===== config.mk =====
export PLATFORM = sky130hd
export DESIGN_NAME = dsrc_top
export DESIGN_NICKNAME = d
export VERILOG_FILES = /design/src/pkg/dsrc_pkg.sv /design/src/pkg/dsrc_snap_if.sv /design/src/hdl/dsrc_snap.sv /design/src/hdl/dsrc_top.sv
export SDC_FILE = /design/constraint.sdc
export NUM_CORES = 1
export LEC_CHECK = 0
export BUFFER_PORTS_ARGS = -buffer_cell sky130_fd_sc_hd__buf_2
export CAP_MARGIN = 30
export CORE_UTILIZATION = 54
export CTS_CLUSTER_DIAMETER = 150
export DETAILED_ROUTE_END_ITERATION = 12
export PLACE_DENSITY = 0.82
export SYNTH_ARGS = -nofsm -noshare
export SYNTH_HDL_FRONTEND = slang
export SYNTH_HIERARCHICAL = 1
export SYNTH_SLANG_ARGS = --single-unit

===== constraint.sdc =====
create_clock -name clk -period 6.65 [get_ports clk]
set_input_delay 1.33 -clock clk [delete_from_list [all_inputs] [get_ports clk]]
set_output_delay 1.33 -clock clk [all_outputs]
set_load 0.05 [all_outputs]

===== src/pkg/dsrc_pkg.sv =====
`default_nettype none
package dsrc_pkg;
  // ------------------------------------------------------------
  // register bus geometry
  // ------------------------------------------------------------
  localparam int          DSRC_DW        = 16;
  localparam int          DSRC_AW        = 4;

  // ------------------------------------------------------------
  // register word offsets
  // ------------------------------------------------------------
  localparam logic [3:0]  ADR_SYSCTL     = 4'h0;
  localparam logic [3:0]  ADR_STATUS     = 4'h1;
  localparam logic [3:0]  ADR_MASK       = 4'h2;
  localparam logic [3:0]  ADR_RC2        = 4'h4;
  localparam int          RC2_WORDS      = 10;

  // ------------------------------------------------------------
  // field positions
  // ------------------------------------------------------------
  localparam int          SYS_RUN        = 0;
  localparam int          SYS_BRK        = 1;
  localparam int          SYS_DBM        = 2;
  localparam int          ST_SUSP        = 0;
  localparam int          ST_TRAP        = 1;

  // ------------------------------------------------------------
  // encodings and reset values
  // ------------------------------------------------------------
  localparam logic [1:0]  DBM_MANUAL     = 2'h2;
  localparam logic [1:0]  DBM_RST        = 2'h0;
  localparam logic [1:0]  FLAGS_RST      = 2'h0;
  localparam logic [1:0]  MASK_RST       = 2'h0;

  typedef enum logic [2:0] {
    ST_IDLE = 3'b001,
    ST_RUN  = 3'b010,
    ST_HALT = 3'b100
  } dsrc_state_t;
endpackage
`default_nettype wire


===== src/pkg/dsrc_snap_if.sv =====
`timescale 1ns/1ps
`default_nettype none
interface dsrc_snap_if #(
  parameter int N = 10,
  parameter int W = 16
);
  logic             cap;
  logic [N*W-1:0]   state;
  logic [3:0]       idx;
  logic [W-1:0]     rdata;

  modport ctrl  (output cap, output state, output idx, input rdata);
  modport store (input cap, input state, input idx, output rdata);
endinterface
`default_nettype wire


===== src/hdl/dsrc_snap.sv =====
`timescale 1ns/1ps
`default_nettype none
// rendering control register 2: engine context captured at a break
module dsrc_snap #(
  parameter int N = 10,
  parameter int W = 16
) (
  // clock and reset
  input  wire logic clk,
  input  wire logic rst_n,
  // capture and read side
  dsrc_snap_if.store sp
);
  logic [W-1:0] mem [N];

  generate
    for (genvar i = 0; i < N; i++)
    begin : g_word
      always_ff @(posedge clk or negedge rst_n)
      begin
        if (!rst_n)
          mem[i] <= '0;
        else if (sp.cap)
          mem[i] <= sp.state[i*W +: W];
      end
    end
  endgenerate

  // out of range index reads as zero
  assign sp.rdata = (int'(sp.idx) < N) ? mem[sp.idx] : '0;
endmodule
`default_nettype wire


===== src/hdl/dsrc_top.sv =====
`timescale 1ns/1ps
`default_nettype none
module dsrc_top
  import dsrc_pkg::*;
#(
  parameter int N = RC2_WORDS
) (
  // clock and reset
  input  wire logic                 clk,
  input  wire logic                 rstn,
  // register port
  input  wire logic [DSRC_AW-1:0]   addr,
  input  wire logic [DSRC_DW-1:0]   wdata,
  input  wire logic                 wr,
  input  wire logic                 rd,
  output var  logic [DSRC_DW-1:0]   rdata,
  // drawing engine
  input  wire logic                 top_of_cmd,
  input  wire logic                 trap_hit,
  input  wire logic [N*DSRC_DW-1:0] engine_state,
  output var  logic                 engine_run,
  output var  logic                 cmd_go,
  // interrupt
  output var  logic                 irq
);
  // ------------------------------------------------------------
  // parameter check
  // ------------------------------------------------------------
  if (N < 1 || int'(ADR_RC2) + N > 16)
  begin : g_bad_n
    $error("context word count does not fit the register map");
  end

  // ------------------------------------------------------------
  // reset release
  // ------------------------------------------------------------
  logic rst_meta_n;
  logic rst_n;

  always_ff @(posedge clk or negedge rstn)
  begin
    if (!rstn)
    begin
      rst_meta_n <= 1'b0;
      rst_n      <= 1'b0;
    end
    else
    begin
      rst_meta_n <= 1'b1;
      rst_n      <= rst_meta_n;
    end
  end

  // ------------------------------------------------------------
  // state and registers
  // ------------------------------------------------------------
  dsrc_state_t state;
  dsrc_state_t next_state;
  logic [1:0]  double_buffer_mode_field;
  logic        brk_pend;
  logic [1:0]  flags;
  logic [1:0]  mask;

  dsrc_snap_if #(.N(N), .W(DSRC_DW)) sp ();

  // ------------------------------------------------------------
  // decode
  // ------------------------------------------------------------
  wire       wr_sys    = wr && (addr == ADR_SYSCTL);
  wire       wr_stat   = wr && (addr == ADR_STATUS);
  wire       wr_mask   = wr && (addr == ADR_MASK);
  wire       manual    = (double_buffer_mode_field == DBM_MANUAL);
  wire       running   = (state == ST_RUN);
  wire       run_req   = wr_sys && wdata[SYS_RUN];
  // break only accepted in manual display change mode
  wire       brk_req   = wr_sys && wdata[SYS_BRK]
                         && (wdata[SYS_DBM +: 2] == DBM_MANUAL);
  wire       take_brk  = running && top_of_cmd && brk_pend
                         && manual;
  wire       grant     = running && top_of_cmd && !take_brk;
  wire       trap_end  = running && trap_hit && !take_brk;
  wire [1:0] flag_set  = {trap_end, take_brk};
  wire [1:0] flag_clr  = wr_stat ? wdata[1:0] : 2'h0;
  wire [1:0] next_flags = (flags & ~flag_clr) | flag_set;
  wire [1:0] next_mask = wr_mask ? wdata[1:0] : mask;
  wire       next_irq  = |(next_flags & next_mask);
  wire       next_brk  = (brk_pend || brk_req) && !take_brk && !trap_end;

  // ------------------------------------------------------------
  // run control
  // ------------------------------------------------------------
  always_comb
  begin
    next_state = state;
    case (state)
      ST_IDLE:
        if (run_req)
          next_state = ST_RUN;
      ST_RUN:
        if (take_brk)
          next_state = ST_HALT;
        else if (trap_end)
          next_state = ST_IDLE;
      ST_HALT:
        if (run_req)
          next_state = ST_RUN;
      default:
        next_state = ST_IDLE;
    endcase
  end

  always_ff @(posedge clk or negedge rst_n)
  begin
    if (!rst_n)
      state <= ST_IDLE;
    else
      state <= next_state;
  end

  always_ff @(posedge clk or negedge rst_n)
  begin
    if (!rst_n)
    begin
      double_buffer_mode_field      <= DBM_RST;
      brk_pend <= 1'b0;
      flags    <= FLAGS_RST;
      mask     <= MASK_RST;
    end
    else
    begin
      if (wr_sys)
        double_buffer_mode_field <= wdata[SYS_DBM +: 2];
      brk_pend <= next_brk;
      flags    <= next_flags;
      mask     <= next_mask;
    end
  end

  // run bit reads back as 1 until the list ends or breaks
  always_ff @(posedge clk or negedge rst_n)
  begin
    if (!rst_n)
    begin
      engine_run <= 1'b0;
      cmd_go     <= 1'b0;
      irq        <= 1'b0;
    end
    else
    begin
      engine_run <= (next_state == ST_RUN);
      cmd_go     <= grant;
      irq        <= next_irq;
    end
  end

  // ------------------------------------------------------------
  // context snapshot
  // ------------------------------------------------------------
  assign sp.cap   = take_brk;
  assign sp.state = engine_state;
  assign sp.idx   = addr - ADR_RC2;

  dsrc_snap #(.N(N), .W(DSRC_DW)) u_snap (
    .clk   (clk),
    .rst_n (rst_n),
    .sp    (sp.store)
  );

  // ------------------------------------------------------------
  // read path
  // ------------------------------------------------------------
  // context words are what the host saves for the restore list
  wire in_rc2 = (addr >= ADR_RC2)
                && (int'(addr) < int'(ADR_RC2) + N);
  wire [DSRC_DW-1:0] sys_word =
    {12'h000, double_buffer_mode_field, brk_pend, engine_run};
  wire [DSRC_DW-1:0] next_rdata =
    !rd                   ? 16'h0000 :
    (addr == ADR_SYSCTL)  ? sys_word :
    (addr == ADR_STATUS)  ? {14'h0000, flags} :
    (addr == ADR_MASK)    ? {14'h0000, mask} :
    in_rc2                ? sp.rdata : 16'h0000;

  always_ff @(posedge clk or negedge rst_n)
  begin
    if (!rst_n)
      rdata <= '0;
    else
      rdata <= next_rdata;
  end
endmodule
`default_nettype wire


After elaboration in Yosys (flattened, before gate mapping)
Index checks and enable logic that the tools add are counted.

storage, ports and cells
  input bits = 186
  memory bits (writable) = 0
  memories = 0
  register bits after elaboration = 191
  bits in latches = 0
  memory bits (read-only) = 0

cells by class
  mux-type cells = 15
  equal/unequal tests = 8
  div/mod/pow operators = 0
  multipliers = 0
  $add $sub $neg = 1
  $lt $le $gt $ge = 4
  shift-type cells = 0
  reduce and logical (&&, ||, !) cells = 21
  bitwise operators = 5

operator list
  kind                                                               count
  two-way mux 16 bit                                                 8
  binary-select mux 16 bit (select 4 bit)                            1
  logical AND 1 bit                                                  15
  two-way mux 3 bit                                                  3
  less-than comparator 4 bit, second input constant                  2
  equality test 3 x 2 -> 1 bit, second input constant                2
  one-hot mux 3 bit (2 select lines)                                 1
  greater-or-equal comparator 5 bit, second input constant           1
  inverter 4 -> 5 bit                                                1
  AND 2 bit                                                          2
  equality test 2 bit, second input constant                         2
  equality test 4 x 1 -> 1 bit, second input constant                1
  equality test 4 x 2 -> 1 bit, second input constant                1
  greater-or-equal comparator 4 x 3 -> 1 bit, second input constant  1
  logical NOT 4 bit                                                  1
  two-way mux 2 bit                                                  2
  OR reduction 2 bit                                                 2
  subtractor 4 x 3 -> 4 bit, second input constant                   1
  equality test 3 x 1 -> 1 bit, second input constant                1
  equality test 3 bit, second input constant                         1
  logical NOT 1 bit                                                  2
  inverter 2 bit                                                     1
  OR 2 bit                                                           1
  logical OR 1 bit                                                   1

Logic depth before layout (Yosys ltp)
  word-level depth = 11
  gate-level depth with buffers = 9
  depth with buffers taken out = 8

By module
The synthesis kept the hierarchy.

modules (own cells, without submodules)
  module     sequential area each (um2)  times used  cells an instance  area each (um2)
  dsrc_snap  4003.8                      1           497                7258.2
  dsrc_top   777.0                       1           107                1312.5

Least setup slack after synthesis
No wires, ideal clock.

  path type = input to register
  from = input port addr[2]
  to = register rdata[3]
  cell stages on the path = 9
  arrival time = 2.693 ns
  required time = 6.577 ns
  path slack = 3.884 ns
  cells stage by stage = inv_1 > ha_1 > inv_1 > clkbuf_1 > nand2_1 > buf_2 > o22ai_1 > a22oi_1 > nor2b_1

between the ends
  cells in the longest elaborated chain, start to end = 11
  elaborated cells on any way between the ends = 18
  classes of those cells = add/sub: 1; order compare: 3; eq/ne: 2; mux: 9; bitwise: 1; reduce/logical: 2

ends and longest elaborated chain
  element                                                RTL line            RTL
  start, declared                                        dsrc_top.sv:12      input wire logic [DSRC_AW-1:0] addr,
  subtractor 4 x 3 -> 4 bit (*)                          dsrc_top.sv:161     assign sp.idx = addr - ADR_RC2;
  net sp.idx[3]                                          dsrc_snap_if.sv:9   logic [3:0] idx;
  inverter 4 -> 5 bit (implied by the code)              dsrc_snap.sv:30     assign sp.rdata = (int'(sp.idx) < N) ? mem[sp.idx] : '0;
  binary-select mux 16 bit (select 4 bit)                dsrc_snap.sv:30
  two-way mux 16 bit (implied by the code) (2 in a row)  dsrc_snap.sv:30
  two-way mux 16 bit (*)                                 dsrc_snap.sv:30
  net sp.rdata[3]                                        dsrc_snap_if.sv:10  logic [W-1:0] rdata;
  two-way mux 16 bit (*)                                 dsrc_top.sv:182     in_rc2 ? sp.rdata : 16'h0000;
  two-way mux 16 bit (*)                                 dsrc_top.sv:181     (addr == ADR_MASK) ? {14'h0000, mask} :
  two-way mux 16 bit (*)                                 dsrc_top.sv:180     (addr == ADR_STATUS) ? {14'h0000, flags} :
  two-way mux 16 bit (*)                                 dsrc_top.sv:179     (addr == ADR_SYSCTL) ? sys_word :
  two-way mux 16 bit (*)                                 dsrc_top.sv:178     !rd ? 16'h0000 :
  net next_rdata[3]                                      dsrc_top.sv:177     wire [DSRC_DW-1:0] next_rdata =
  end signal, assigned                                   dsrc_top.sv:189     rdata <= next_rdata;
  end, declared                                          dsrc_top.sv:16      output var logic [DSRC_DW-1:0] rdata,

Mark *: on every way through the listed nets, which the timed path passes. The rest lies on a longest branch. The select of a mux whose other input is x is not followed.
A chain may end at the register's enable or synchronous reset.

Worst setup path in the final report
Ends and elaborated chain as after synthesis.

==> impl_metrics.tcl <==
set metrics [dict create \
    min_period_over_period_pct 55.2 \
    worstSkewPairLatency_ns 0.42 \
    cp.buffers_inverters 3 \
    cellPowerDensity_mw_per_mm2 232 \
    slew_violations 0 \
    place.gp.congestion 0.869 \
    path_class "input pin to register" \
    setup_violations 0 \
    rr_worst_depth 4 \
    yosysSeqAreaShare_pct 55.8 \
    drc 0 \
    syn_nets 793 \
    rr_endpoint "u_snap/mem[19]" \
    grt_max_degree 138 \
    grt_use_total_pct 25.5 \
    synth_seq_cells 191 \
    cts.sinks 191 \
    chipHeight_um 128 \
    hold_viol 0 \
    cts_buffers 17 \
    yosys.cell_types.count 48 \
    status "complete, no violations" \
    cap_violations 0 \
    slowest_stage "nand2_1" \
    p_leak_nw 5.35 \
    grt_pass1_vias 5957 \
    fp.dieW_um 128 \
    rsz0062_at_grt "no" \
    fin_crit_ns 3.67 \
    dpl.hpwl_mm 13.9 \
    area_growth_pct 19.6 \
    ctsLongestPathBuffers 2 \
    hold_path_depth 0 \
    worstPathRequired_ns 7.01 \
    hp-start "rst_meta_n" \
    drt_iter0_drc 354 \
    cp-start-kind "input pin" \
    ctsHoldBuffers 0 \
    antenna_left 0 \
    cp_max_fo 17 \
    ios 205 \
    ff2ff_setup_slack_ns 3.79 \
    syn-mean-instance-area_sq_um 14.2 \
    max-slew-margin-rel_pct 34.3 \
    path_clk_slew_ns 0.07 \
    slowest_delay_ns 0.59 \
    finClkSkew_ns 0.00608 \
    cp_top_family "buffers and inverters" \
    initial_core_util_pct 55.8 \
    num_vias 5635 \
    tns_ns 0 \
    cts_tree "yes" \
    fp.coreArea_sq_mm 0.0154 \
    fp.dieArea_sq_mm 0.0164 \
    wl_per_cell_um 19.3 \
    fmax_ghz 0.273 \
    portBuffers 192 \
    startpoint "addr[2]" \
    netlist_instances 604 \
    path_depth 8 \
    r2r-start "state[2]" \
    total_power_mw 2.38 \
    nNetsFinal 972 \
    via_per_inst 5.59 \
    grt.overflow.total 0 \
    post_cts_resized 0 \
    first_pass_iters 4 \
    multi_input_area_sq_mm 0.00356 \
    grt_pass1_wl_mm 31.3 \
    irDropWorstVdd_v 0.000175 \
    critical_path.most_common_cell "inv_1" \
    holdCritPathClass "register to register" \
    min_to "rst_n" \
    critical_path_arrival_ns 4.03 \
    nFillCells 1111 \
    tightest_slew_ns 0.984 \
    post_cts_buffers 0 \
    antenna_found_initial 2 \
    seq_area_sq_mm 0.00478 \
    syn_area_sq_mm 0.00857 \
    root_buffer "clkbuf_16" \
    final_layout_size_suffix_gt1_share_pct 51.8 \
    routed_wl_mm 19.5 \
    worstSetupEndpointType "register" \
    rows 45 \
    ys_warn_count 6 \
    cp_cell_sequence "buf_2 > inv_1 > ha_1 > inv_1 > nand2_1 > o22ai_1 > a22oi_1 > nor2b_1" \
    htree_levels 4 \
]
cells in the final DEF (no fill, tap or decap), drive strengths merged, types with 6 or more instances in the layout:
master,instances
mux2,164
nor2,11
o21ai,13
inv,9
o22ai,23
nand2,11
clkbuf,20
dfrtp,190
a22oi,12
and3,13
clkinv,6
a221oi,6
mux2i,71
buf,197
worst max-delay path by stage:
stage	endpoint	slack [ns]
final	rdata[3]	2.98
after global routing	rdata[3]	2.90
after CTS	rdata[3]	3.02
after detailed placement	rdata[3]	2.61
after global placement	rdata[3]	2.67
after floorplan	brk_pend	0.94
Yosys cell counts, drive strengths merged:
cell type / number / area [sq um]
nand2: 11 / 43.8
nand3: 4 / 25.0
a221oi: 6 / 77.6
a2bb2oi: 1 / 8.76
nand4b: 1 / 8.76
a31o: 1 / 8.76
nor3b: 2 / 26.3
mux2i: 71 / 711
or3b: 2 / 17.5
a21o: 1 / 7.51
nor3: 1 / 5.00
and3: 13 / 81.3
and2: 1 / 6.26
dfrtp: 190 / 4750
o21a: 1 / 7.51
nand3b: 2 / 15.0
buf: 31 / 196
inv: 6 / 22.5
a22o: 1 / 8.76
clkbuf: 6 / 22.5
o221ai: 4 / 35.0
conb: 1 / 3.75
and3b: 1 / 8.76
a32oi: 2 / 17.5
nor2: 11 / 43.8
nand2b: 3 / 18.8
o22ai: 23 / 144
a22oi: 12 / 90.1
a21oi: 1 / 5.00
ha: 3 / 37.5
or2: 1 / 6.26
nor2b: 5 / 31.3
or4b: 1 / 13.8
mux2: 164 / 1850
a32o: 1 / 10.0
o21ai: 13 / 65.1
mux4: 5 / 113
dfstp: 1 / 26.3
per-layer routing:
layer | vias up | GRT usage [%] | wire [um]
met1 | 2818 | 33.9 | 8670
met5 | - | 0 | 10
met3 | 32 | 6.68 | 1160
met4 | 2 | 9.76 | 411
li1 | 2582 | - | -
met2 | 201 | 40.3 | 9240
kinds of logic (layout without fill, tap and decap cells):
| kind of cell | after synthesis | in the layout | synth area share (%) |
|---|---|---|---|
| multiplexers | 240 | 240 | 31.2 |
| flip-flops | 191 | 191 | 55.8 |
| AND/OR/NAND/NOR | 59 | 59 | 4.10 |
| other | 1 | 2 | 0.0438 |
| adder cells (fa/ha/maj) | 3 | 3 | 0.438 |
| buffers and inverters | 43 | 235 | 2.82 |
| AO/OA/AOI/OAI | 67 | 67 | 5.66 |
layout make-up:
class,instances,share of cell area (%)
timing repair buffer,197,9.89
clock buffer,20,4.36
clock inverter,12,1.54
antenna,1,0.0244
multi-input combinational,370,34.7
tap,211,2.58
sequential,191,46.7
inverter,6,0.220
stage by stage:
step | util [%] | cell area (sq um) | hold WS (ns) | worst slack, ns | instances
final | 66.7 | 10200 | 0.358 | 2.98 | 1008
after global routing | 66.7 | 10200 | 0.365 | 2.90 | 1008
after CTS | 66.7 | 10200 | 0.361 | 3.02 | 1007
after detailed placement | 62.7 | 9640 | 0.346 | 2.61 | 975
after global placement | 62.7 | 9640 | 0.340 | 2.67 | 975
after floorplan | - | 8570 | 0.331 | 0.935 | 604
power by group:
group / internal, mW / total [mW] / switching (mW)
clock: 0.605 / 1.04 / 0.431
combinational: 0.0694 / 0.158 / 0.0891
sequential: 1.17 / 1.19 / 0.0140
worst reg2reg max path, stage by stage (launching register included):
cell	delay (ns)
dfrtp_1	0.44
or3b_2	0.52
nor2_4	0.64
buf_12	0.63
mux2_2	0.51
sequential cells by signal, indices dropped and copies added, names as in the netlist:
| register | cells |
|---|---|
| double_buffer_mode_field | 2 |
| rdata | 16 |
| flags | 2 |
| brk_pend | 1 |
| rst_meta_n | 1 |
| u_snap/mem | 160 |
| mask | 2 |
| cmd_go | 1 |
| engine_run | 1 |
| irq | 1 |
| rst_n | 1 |
| state | 3 |
Note: power is estimated with default switching activity, not from simulation.
